## config.mk

```make
export PLATFORM = sky130hd
export DESIGN_NAME = fhb_host
export DESIGN_NICKNAME = d
export VERILOG_FILES = /design/src/fhb_pkg.sv /design/src/fhb_sync.sv /design/src/fhb_host.sv
export VERILOG_INCLUDE_DIRS = /design/src
export SDC_FILE = /design/constraint.sdc
export NUM_CORES = 1
export LEC_CHECK = 0
export BUFFER_PORTS_ARGS = -buffer_cell sky130_fd_sc_hd__buf_2
export CAP_MARGIN = 20
export CELL_PAD_IN_SITES_DETAIL_PLACEMENT = 0
export CELL_PAD_IN_SITES_GLOBAL_PLACEMENT = 1
export CORE_MARGIN = 2
export CORE_UTILIZATION = 42
export DETAILED_ROUTE_END_ITERATION = 10
export GPL_TIMING_DRIVEN = 0
export HOLD_SLACK_MARGIN = 0.08
export PLACE_DENSITY_LB_ADDON = 0.1
export SLEW_MARGIN = 10
export SYNTH_ARGS = -nofsm -noshare
export SYNTH_HDL_FRONTEND = slang
export SYNTH_SLANG_ARGS = --single-unit
```

## constraint.sdc

```tcl
create_clock -name clk_in -period 5.45 [get_ports clk_in]
set_input_delay 0 -clock clk_in [delete_from_list [all_inputs] [get_ports clk_in]]
set_output_delay 0 -clock clk_in [all_outputs]
set_load 0.01 [all_outputs]
```

## src/fhb_defines.svh

```systemverilog
`ifndef FHB_DEFINES_SVH
`define FHB_DEFINES_SVH

// ====================================================================
// Clock and pin timing, each time in ns with its derived cycle count.
`define FHB_CLK_NS        25
`define FHB_SETUP_NS      25
`define FHB_WE_PULSE_NS   50
`define FHB_WE_RECOVER_NS 100
`define FHB_ACCESS_NS     150
`define FHB_RECOVERY_NS   750
`define FHB_SYNC_STAGES   2

// Least times round up to whole clock cycles.
`define FHB_CEIL_CYC(ns) (((ns) + `FHB_CLK_NS - 1) / `FHB_CLK_NS)
`define FHB_SETUP_CYC      `FHB_CEIL_CYC(`FHB_SETUP_NS)
`define FHB_WE_PULSE_CYC   `FHB_CEIL_CYC(`FHB_WE_PULSE_NS)
`define FHB_WE_RECOVER_CYC `FHB_CEIL_CYC(`FHB_WE_RECOVER_NS)
`define FHB_ACCESS_CYC     `FHB_CEIL_CYC(`FHB_ACCESS_NS)
`define FHB_RECOVERY_CYC   `FHB_CEIL_CYC(`FHB_RECOVERY_NS)

// ====================================================================
// Widths and field positions of the host byte address, and the counter width.
`define FHB_ADDR_W       19
`define FHB_PIN_ADDR_W   18
`define FHB_CNT_W        6
`define FHB_BLOCK_LSB    13

`endif

```

## src/fhb_pkg.sv

```systemverilog
package fhb_pkg;

	// ================================================================
	// Access sequencer states.
	typedef enum logic [2:0]
	{
		ST_POWERDOWN,
		ST_RECOVER,
		ST_IDLE,
		ST_WSETUP,
		ST_WPULSE,
		ST_WHOLD,
		ST_RACCESS,
		ST_RDONE
	} fhb_state_type;

endpackage : fhb_pkg

```

## src/fhb_sync.sv

```systemverilog
module fhb_sync
#(
	parameter int WIDTH = 1
)
(
	// Clock, reset and enable.
	input  wire logic             clk_in,
	input  wire logic             reset_n_in,
	input  wire logic             clk_en_in,
	// Asynchronous level in, synchronised level out.
	input  wire logic [WIDTH-1:0] async_in,
	input  wire logic [WIDTH-1:0] reset_val_in,
	output logic      [WIDTH-1:0] sync_out
);

	logic [WIDTH-1:0] meta_r;
	logic [WIDTH-1:0] meta_nxt;
	logic [WIDTH-1:0] sync_r;
	logic [WIDTH-1:0] sync_nxt;

	// ================================================================
	// Two stages; only the second stage reads the first.
	always_comb
	begin
		meta_nxt = async_in;
		sync_nxt = meta_r;
	end

	// Reset loads zero; the caller's idle level is folded in by XOR so
	// that no port value ever enters a flop through reset.
	always_ff @(posedge clk_in)
	begin
		if (!reset_n_in)
		begin
			meta_r <= '0;
			sync_r <= '0;
		end
		else if (clk_en_in)
		begin
			meta_r <= meta_nxt ^ reset_val_in;
			sync_r <= sync_nxt;
		end
	end

	assign sync_out = sync_r ^ reset_val_in;

endmodule : fhb_sync

```

## src/fhb_host.sv

```systemverilog
// Function
// - Commands go out on the low byte; status reads return the low byte (word-mode reads return the whole word).
// - Chip select is driven low around every access.
// - Address and data held stable across the write strobe rising edge.
// - After releasing reset power-down, wait 750 ns before any access.
// - Writes and erases are two-write command sequences from the user.
// - Next request waits for completion, except bypass for suspend.
`include "fhb_defines.svh"

module fhb_host
	import fhb_pkg::*;
(
	// Clock, reset and enable.
	input  wire logic                       clk_in,
	input  wire logic                       reset_n_in,
	input  wire logic                       clk_en_in,
	// User request port.
	input  wire logic                       req_valid_in,
	input  wire logic                       req_write_in,
	input  wire logic                       req_bypass_in,
	input  wire logic                       word_mode_in,
	input  wire logic [`FHB_ADDR_W-1:0]     req_addr_in,
	input  wire logic [15:0]                req_wdata_in,
	input  wire logic                       powerdown_in,
	output logic                            req_ready_out,
	output logic [15:0]                     rdata_out,
	output logic                            rdata_valid_out,
	output logic                            busy_out,
	// Flash pins.
	output logic                            flash_ce_n_out,
	output logic                            flash_oe_n_out,
	output logic                            flash_we_n_out,
	output logic                            reset_powerdown_n_out,
	output logic                            flash_word_mode_out,
	output logic [`FHB_PIN_ADDR_W-1:0]      flash_addr_out,
	input  wire logic [15:0]                flash_dq_in,
	output logic [15:0]                     flash_dq_out,
	output logic                            flash_dq_lo_oe_out,
	output logic                            flash_dq_hi_oe_out,
	output logic                            flash_dq15_oe_out,
	input  wire logic                       ready_busy_n_in
);

	fhb_state_type                state_r, state_nxt;
	logic [`FHB_CNT_W-1:0]        cnt_r, cnt_nxt;
	logic                         ce_n_r, ce_n_nxt;
	logic                         oe_n_r, oe_n_nxt;
	logic                         we_n_r, we_n_nxt;
	logic                         rp_n_r, rp_n_nxt;
	logic                         byte_r, byte_nxt;
	logic [`FHB_PIN_ADDR_W-1:0]   addr_r, addr_nxt;
	logic [15:0]                  dq_r, dq_nxt;
	logic                         lo_oe_r, lo_oe_nxt;
	logic                         hi_oe_r, hi_oe_nxt;
	logic                         dq15_oe_r, dq15_oe_nxt;
	logic [15:0]                  rdata_r, rdata_nxt;
	logic                         rvalid_r, rvalid_nxt;
	logic                         ready_r, ready_nxt;
	logic                         busy_r, busy_nxt;
	logic [15:0]                  dq_s;
	logic                         rb_s;
	logic                         take;

	// ================================================================
	// Pin inputs cross in through two flops each.
	fhb_sync #(.WIDTH(16)) u_dq_sync
	(
		.clk_in       (clk_in),
		.reset_n_in   (reset_n_in),
		.clk_en_in    (clk_en_in),
		.async_in     (flash_dq_in),
		.reset_val_in (16'h0000),
		.sync_out     (dq_s)
	);

	// The pull-up makes a released pin read as ready.
	fhb_sync #(.WIDTH(1)) u_rb_sync
	(
		.clk_in       (clk_in),
		.reset_n_in   (reset_n_in),
		.clk_en_in    (clk_en_in),
		.async_in     (ready_busy_n_in),
		.reset_val_in (1'b1),
		.sync_out     (rb_s)
	);

	// ================================================================
	// A request is taken in idle when the device is ready, or when the
	// user marks it as a bypass write such as an erase suspend.
	assign take = (state_r == ST_IDLE) && req_valid_in
		&& (ready_r || (req_bypass_in && req_write_in));

	// ================================================================
	// Access sequencer: next values of every pin and status flop.
	always_comb
	begin
		state_nxt   = state_r;
		cnt_nxt     = (cnt_r != '0) ? cnt_r - 1'b1 : cnt_r;
		ce_n_nxt    = ce_n_r;
		oe_n_nxt    = oe_n_r;
		we_n_nxt    = we_n_r;
		rp_n_nxt    = rp_n_r;
		byte_nxt    = byte_r;
		addr_nxt    = addr_r;
		dq_nxt      = dq_r;
		lo_oe_nxt   = lo_oe_r;
		hi_oe_nxt   = hi_oe_r;
		dq15_oe_nxt = dq15_oe_r;
		rdata_nxt   = rdata_r;
		rvalid_nxt  = 1'b0;
		unique case (state_r)
			ST_POWERDOWN:
			begin
				if (!powerdown_in)
				begin
					rp_n_nxt  = 1'b1;
					cnt_nxt   = `FHB_CNT_W'(`FHB_RECOVERY_CYC - 1);
					state_nxt = ST_RECOVER;
				end
			end
			ST_RECOVER:
			begin
				if (cnt_r == '0)
					state_nxt = ST_IDLE;
			end
			ST_IDLE:
			begin
				// Width may only change between accesses.
				byte_nxt = word_mode_in;
				if (take)
				begin
					ce_n_nxt = 1'b0;
					// Word mode uses the word address; byte mode shifts it
					// and puts the byte bit on data line 15.
					addr_nxt = word_mode_in
						? req_addr_in[`FHB_PIN_ADDR_W-1:0]
						: req_addr_in[`FHB_ADDR_W-1:1];
					dq15_oe_nxt = !word_mode_in || req_write_in;
					if (req_write_in)
					begin
						// Byte mode: low byte plus the byte bit on line 15, lines 8 to 14 undriven.
						dq_nxt = word_mode_in ? req_wdata_in
							: {req_addr_in[0], 7'h00, req_wdata_in[7:0]};
						lo_oe_nxt = 1'b1;
						hi_oe_nxt = word_mode_in;
						cnt_nxt   = `FHB_CNT_W'(`FHB_SETUP_CYC - 1);
						state_nxt = ST_WSETUP;
					end
					else
					begin
						dq_nxt    = {req_addr_in[0], 15'h0000};
						oe_n_nxt  = 1'b0;
						cnt_nxt   = `FHB_CNT_W'(`FHB_ACCESS_CYC
							+ `FHB_SYNC_STAGES - 1);
						state_nxt = ST_RACCESS;
					end
				end
			end
			ST_WSETUP:
			begin
				if (cnt_r == '0)
				begin
					we_n_nxt  = 1'b0;
					cnt_nxt   = `FHB_CNT_W'(`FHB_WE_PULSE_CYC - 1);
					state_nxt = ST_WPULSE;
				end
			end
			ST_WPULSE:
			begin
				// Data and address stay driven past the rising edge.
				if (cnt_r == '0)
				begin
					we_n_nxt  = 1'b1;
					cnt_nxt   = `FHB_CNT_W'(`FHB_WE_RECOVER_CYC - 1);
					state_nxt = ST_WHOLD;
				end
			end
			ST_WHOLD:
			begin
				// The hold also lets a fresh busy reach the synchroniser
				// before the next request can look at it.
				if (cnt_r == '0)
				begin
					ce_n_nxt    = 1'b1;
					lo_oe_nxt   = 1'b0;
					hi_oe_nxt   = 1'b0;
					dq15_oe_nxt = 1'b0;
					state_nxt   = ST_IDLE;
				end
			end
			ST_RACCESS:
			begin
				if (cnt_r == '0)
				begin
					// Word mode returns the whole word; byte mode keeps the low byte only.
					rdata_nxt   = byte_r ? dq_s : {8'h00, dq_s[7:0]};
					rvalid_nxt  = 1'b1;
					oe_n_nxt    = 1'b1;
					ce_n_nxt    = 1'b1;
					dq15_oe_nxt = 1'b0;
					state_nxt   = ST_RDONE;
				end
			end
			ST_RDONE:
			begin
				// One idle cycle lets the device release the bus.
				state_nxt = ST_IDLE;
			end
		endcase
		// Power-down wins over any access in flight.
		if (powerdown_in)
		begin
			rp_n_nxt    = 1'b0;
			ce_n_nxt    = 1'b1;
			oe_n_nxt    = 1'b1;
			we_n_nxt    = 1'b1;
			lo_oe_nxt   = 1'b0;
			hi_oe_nxt   = 1'b0;
			dq15_oe_nxt = 1'b0;
			rvalid_nxt  = 1'b0;
			state_nxt   = ST_POWERDOWN;
		end
		busy_nxt  = !rb_s;
		ready_nxt = (state_nxt == ST_IDLE) && rb_s;
	end

	// ================================================================
	// Register every output; reset holds the device in power-down.
	always_ff @(posedge clk_in)
	begin
		if (!reset_n_in)
		begin
			state_r   <= ST_POWERDOWN;
			cnt_r     <= '0;
			ce_n_r    <= 1'b1;
			oe_n_r    <= 1'b1;
			we_n_r    <= 1'b1;
			rp_n_r    <= 1'b0;
			byte_r    <= 1'b0;
			addr_r    <= '0;
			dq_r      <= 16'h0000;
			lo_oe_r   <= 1'b0;
			hi_oe_r   <= 1'b0;
			dq15_oe_r <= 1'b0;
			rdata_r   <= 16'h0000;
			rvalid_r  <= 1'b0;
			ready_r   <= 1'b0;
			busy_r    <= 1'b0;
		end
		else if (clk_en_in)
		begin
			state_r   <= state_nxt;
			cnt_r     <= cnt_nxt;
			ce_n_r    <= ce_n_nxt;
			oe_n_r    <= oe_n_nxt;
			we_n_r    <= we_n_nxt;
			rp_n_r    <= rp_n_nxt;
			byte_r    <= byte_nxt;
			addr_r    <= addr_nxt;
			dq_r      <= dq_nxt;
			lo_oe_r   <= lo_oe_nxt;
			hi_oe_r   <= hi_oe_nxt;
			dq15_oe_r <= dq15_oe_nxt;
			rdata_r   <= rdata_nxt;
			rvalid_r  <= rvalid_nxt;
			ready_r   <= ready_nxt;
			busy_r    <= busy_nxt;
		end
	end

	assign req_ready_out         = ready_r;
	assign rdata_out             = rdata_r;
	assign rdata_valid_out       = rvalid_r;
	assign busy_out              = busy_r;
	assign flash_ce_n_out        = ce_n_r;
	assign flash_oe_n_out        = oe_n_r;
	assign flash_we_n_out        = we_n_r;
	assign reset_powerdown_n_out = rp_n_r;
	assign flash_word_mode_out   = byte_r;
	assign flash_addr_out        = addr_r;
	assign flash_dq_out          = dq_r;
	assign flash_dq_lo_oe_out    = lo_oe_r;
	assign flash_dq_hi_oe_out    = hi_oe_r;
	assign flash_dq15_oe_out     = dq15_oe_r;

	// ================================================================
	// Checks. The recovery counter only helps the checks.
	logic [`FHB_CNT_W-1:0] since_rp_r;

	always_ff @(posedge clk_in)
	begin
		if (!reset_n_in || !rp_n_r)
			since_rp_r <= '0;
		else if (clk_en_in && since_rp_r != '1)
			since_rp_r <= since_rp_r + 1'b1;
	end
endmodule : fhb_host

```

==> flow_summary.toml <==
[pwr]
power_leakage_nw = 2.667
power_density_nw_per_um2 = 242.6
ir_drop_mv = 0.1377

[yosys]
syn-num-nets = 578
yosys-top-cells-count = "dfxtp_1, nor2_1, mux2i_1"
avgSynthCellArea_um2 = 8.935
synth-edff-count = 0
async_flop_share = 0
ys.flop_type = "dfxtp_1"
yosysMostFrequentCell = "dfxtp_1"
ys_top_cells_by_area = "dfxtp_1, mux2i_1, nor2_1"
netlist_instances = 516
netlist_area_um2 = 4611
synth_cell_types = 60
ys_seq_elements = 104
synth_top_area_frac = 0.4516
ys_seq_area_frac = 0.4516
ys_warn_count = 0
yosys.area.top_type = "dfxtp_1"

[cells_and_area]
n_antenna_cell = 0
nNetsFinal = 771
drive_above_1_share = 0.2353
utilization = 0.5751
n_fill_cell = 1017
area_delta_synth_final_pct = 34.63
final_cell_area_um2 = 6207

[worst_setup_path]
crit_type = "flop to flop"
crit_path_top_delay_cell = "dfxtp_1"
worstPathRequired_ns = 5.72
critPathArrivalTime_ns = 2.70
critPathMaxStageDelay_ns = 0.37
worstSetupEndpointType = "flop"
crit_buf_inv = 3
ff2ff_setup_slack_ns = 3.02
crit_family = "adder cells"
cp_cell_sequence = "inv_1 > ha_1 > or3b_1 > buf_6 > nor2_4 > inv_1 > ha_1 > mux2_2 > a21oi_1 > a31oi_1"
start_kind = "flop"
cp_max_fo = 7

[timing]
grt_setup_unrepaired = "no"
setup_viol = 0
max_freq_mhz = 411.5
skew_ns = 0.01123
finalMaxSlewViolations = 0
tns_ns = 0
final_hold_viol_count = 0
period_share = 0.4459
slew_headroom = 0.4369
fin_crit_ns = 2.430
finalWorstSetupSlack_ns = 3.020
worst_pin_slew_ns = 0.8446

[placement]
portBuffers = 119
gp_congestion = 0.8517
place_area_um2 = 5381
dp_hpwl_mm = 9.514
pre_cts_ws_ns = 3.016

[die]
row_count = 38
fp.dieW_um = 108.8
core_um2 = 10790
die_area_um2 = 11830
ioPinCount = 121
die_h_um = 108.8
initial_utilization = 0.4272

[outcome]
outcome = "finished clean"

[detailed_routing]
wl_per_cell_um = 16.00
drt-initial-drc-count = 265
antenna_left = 0
wirelength_mm = 13.66
routed_via_density = 5.300
firstDrtPassIters = 4
drc = 0
vias = 4526

[grt]
grt_max_degree = 21
grt_pass1_vias = 4372
grt_remaining_overflow = 0
grt_usage = 0.2350
antenna_found_initial = 0
grt_pass1_wl_mm = 21.71

[clock_tree]
cts_tree = "built"
cts-resized-gates = 0
clockBufferDepth = 2
cts.clk_slew.worst_paths_ns = 0.11
cts_root_buf = "clkbuf_8"
postCtsSetupBuffers = 0
numCtsBuffers = 9
insertion_delay_ns = 0.38
cts_max_level = 3
cts_sinks = 104
postCtsHoldBufs = 63

[flow_run]
maxCapViolCount = 0

[hold_path]
min_path_type = "input pin to flop"
## worst paths after layout
check | to | from | cells past startpoint
worst min register to register | flash_dq_out[11]$_SDFFE_PN0P_ | flash_dq_out[11]$_SDFFE_PN0P_ | 2
worst max register to register | cnt_r[0]$_SDFFE_PN0P_ | cnt_r[0]$_SDFFE_PN0P_ | 10
worst min-delay path | flash_oe_n_out$_SDFFE_PN1P_ | powerdown_in | 3
worst max-delay path | cnt_r[0]$_SDFFE_PN0P_ | cnt_r[0]$_SDFFE_PN0P_ | 10
## where the power goes
part	internal (W)	switching, W	leakage (nW)	total, W
clock network	0.000181	0.000302	0.0999	0.000482
registers	0.000779	0.0000133	0.844	0.000792
logic	0.000112	0.000120	1.72	0.000232
total	0.00107	0.000434	2.67	0.00151
## through the flow
step           power [W]  std cells  hold WS (ns)
4_1_cts         0.001517        854        0.1764
3_5_place_dp    0.001002        775        0.1900
6_report        0.001506        854        0.2057
3_3_place_gp   0.0009971        775        0.1845
2_1_floorplan  0.0009351        516       0.09902
5_1_grt         0.001577        854        0.1836
## placed cells by master (no fill, tap or decap), drive strengths merged, types with 4 or more instances in the layout
| master | Yosys | routed |
|---|---|---|
| dfxtp | 104 | 104 |
| inv | 7 | 12 |
| a211oi | 24 | 24 |
| nand3 | 23 | 23 |
| a31oi | 7 | 7 |
| nand2 | 50 | 50 |
| a21oi | 37 | 37 |
| o21ai | 10 | 10 |
| clkbuf | 22 | 31 |
| nand2b | 4 | 4 |
| nand4 | 11 | 11 |
| nor2 | 71 | 71 |
| nor3 | 4 | 4 |
| mux2i | 55 | 55 |
| nor3b | 5 | 5 |
| buf | 23 | 142 |
| dlygate4sd3 | 0 | 63 |
## worst register-to-register path, delay by kind of cell (launching register included)
kind	cells	cell delay [ns]
compound gates	2	0.23
buf+inv	3	0.37
simple gates	2	0.50
fa+ha+maj	2	0.57
flops	1	0.37
mux	1	0.29
## layer usage
layer  global-route usage  up-vias  part of all wire
met4              0.06868        0             0.016
met5                    0        -                 0
li1                     -     2235                 -
met3              0.04244       14             0.046
met1               0.3026     2168              0.44
met2               0.4022      109              0.50
## sequential cells by signal, summed over array words and instances, names as in the netlist, 3 cells and up
signal	count
cnt_r	6
flash_addr_out	18
flash_dq_out	16
rdata_out	16
state_r	3
u_dq_sync.meta_r	16
u_dq_sync.sync_r	16
## layout make-up
class | count | area [um2] | share of cell area
buffer | 45 | 224.0 | 0.03608
clock buffer | 9 | 123.9 | 0.01996
clock inverter | 7 | 71.32 | 0.01149
inverter | 7 | 26.28 | 0.004233
multi-input combinational | 360 | 2278 | 0.3671
sequential | 104 | 2082 | 0.3354
tap | 140 | 175.2 | 0.02822
timing repair buffer | 182 | 1226 | 0.1975
## cell families (layout without fill, tap and decap cells)
| family | count (synthesis) | count (layout) | share of synthesized area |
|---|---|---|---|
| and+or+nand+nor | 188 | 188 | 0.1984 |
| AOI/OAI and AO/OA | 111 | 111 | 0.1623 |
| DFF | 104 | 104 | 0.4516 |
| muxes | 57 | 57 | 0.1243 |
| buffers and inverters | 52 | 250 | 0.05427 |
| adders and majority gates | 2 | 2 | 0.005427 |
| xor gates and xnor gates | 2 | 2 | 0.003800 |
No activity file was read; power rests on OpenSTA's default activity.
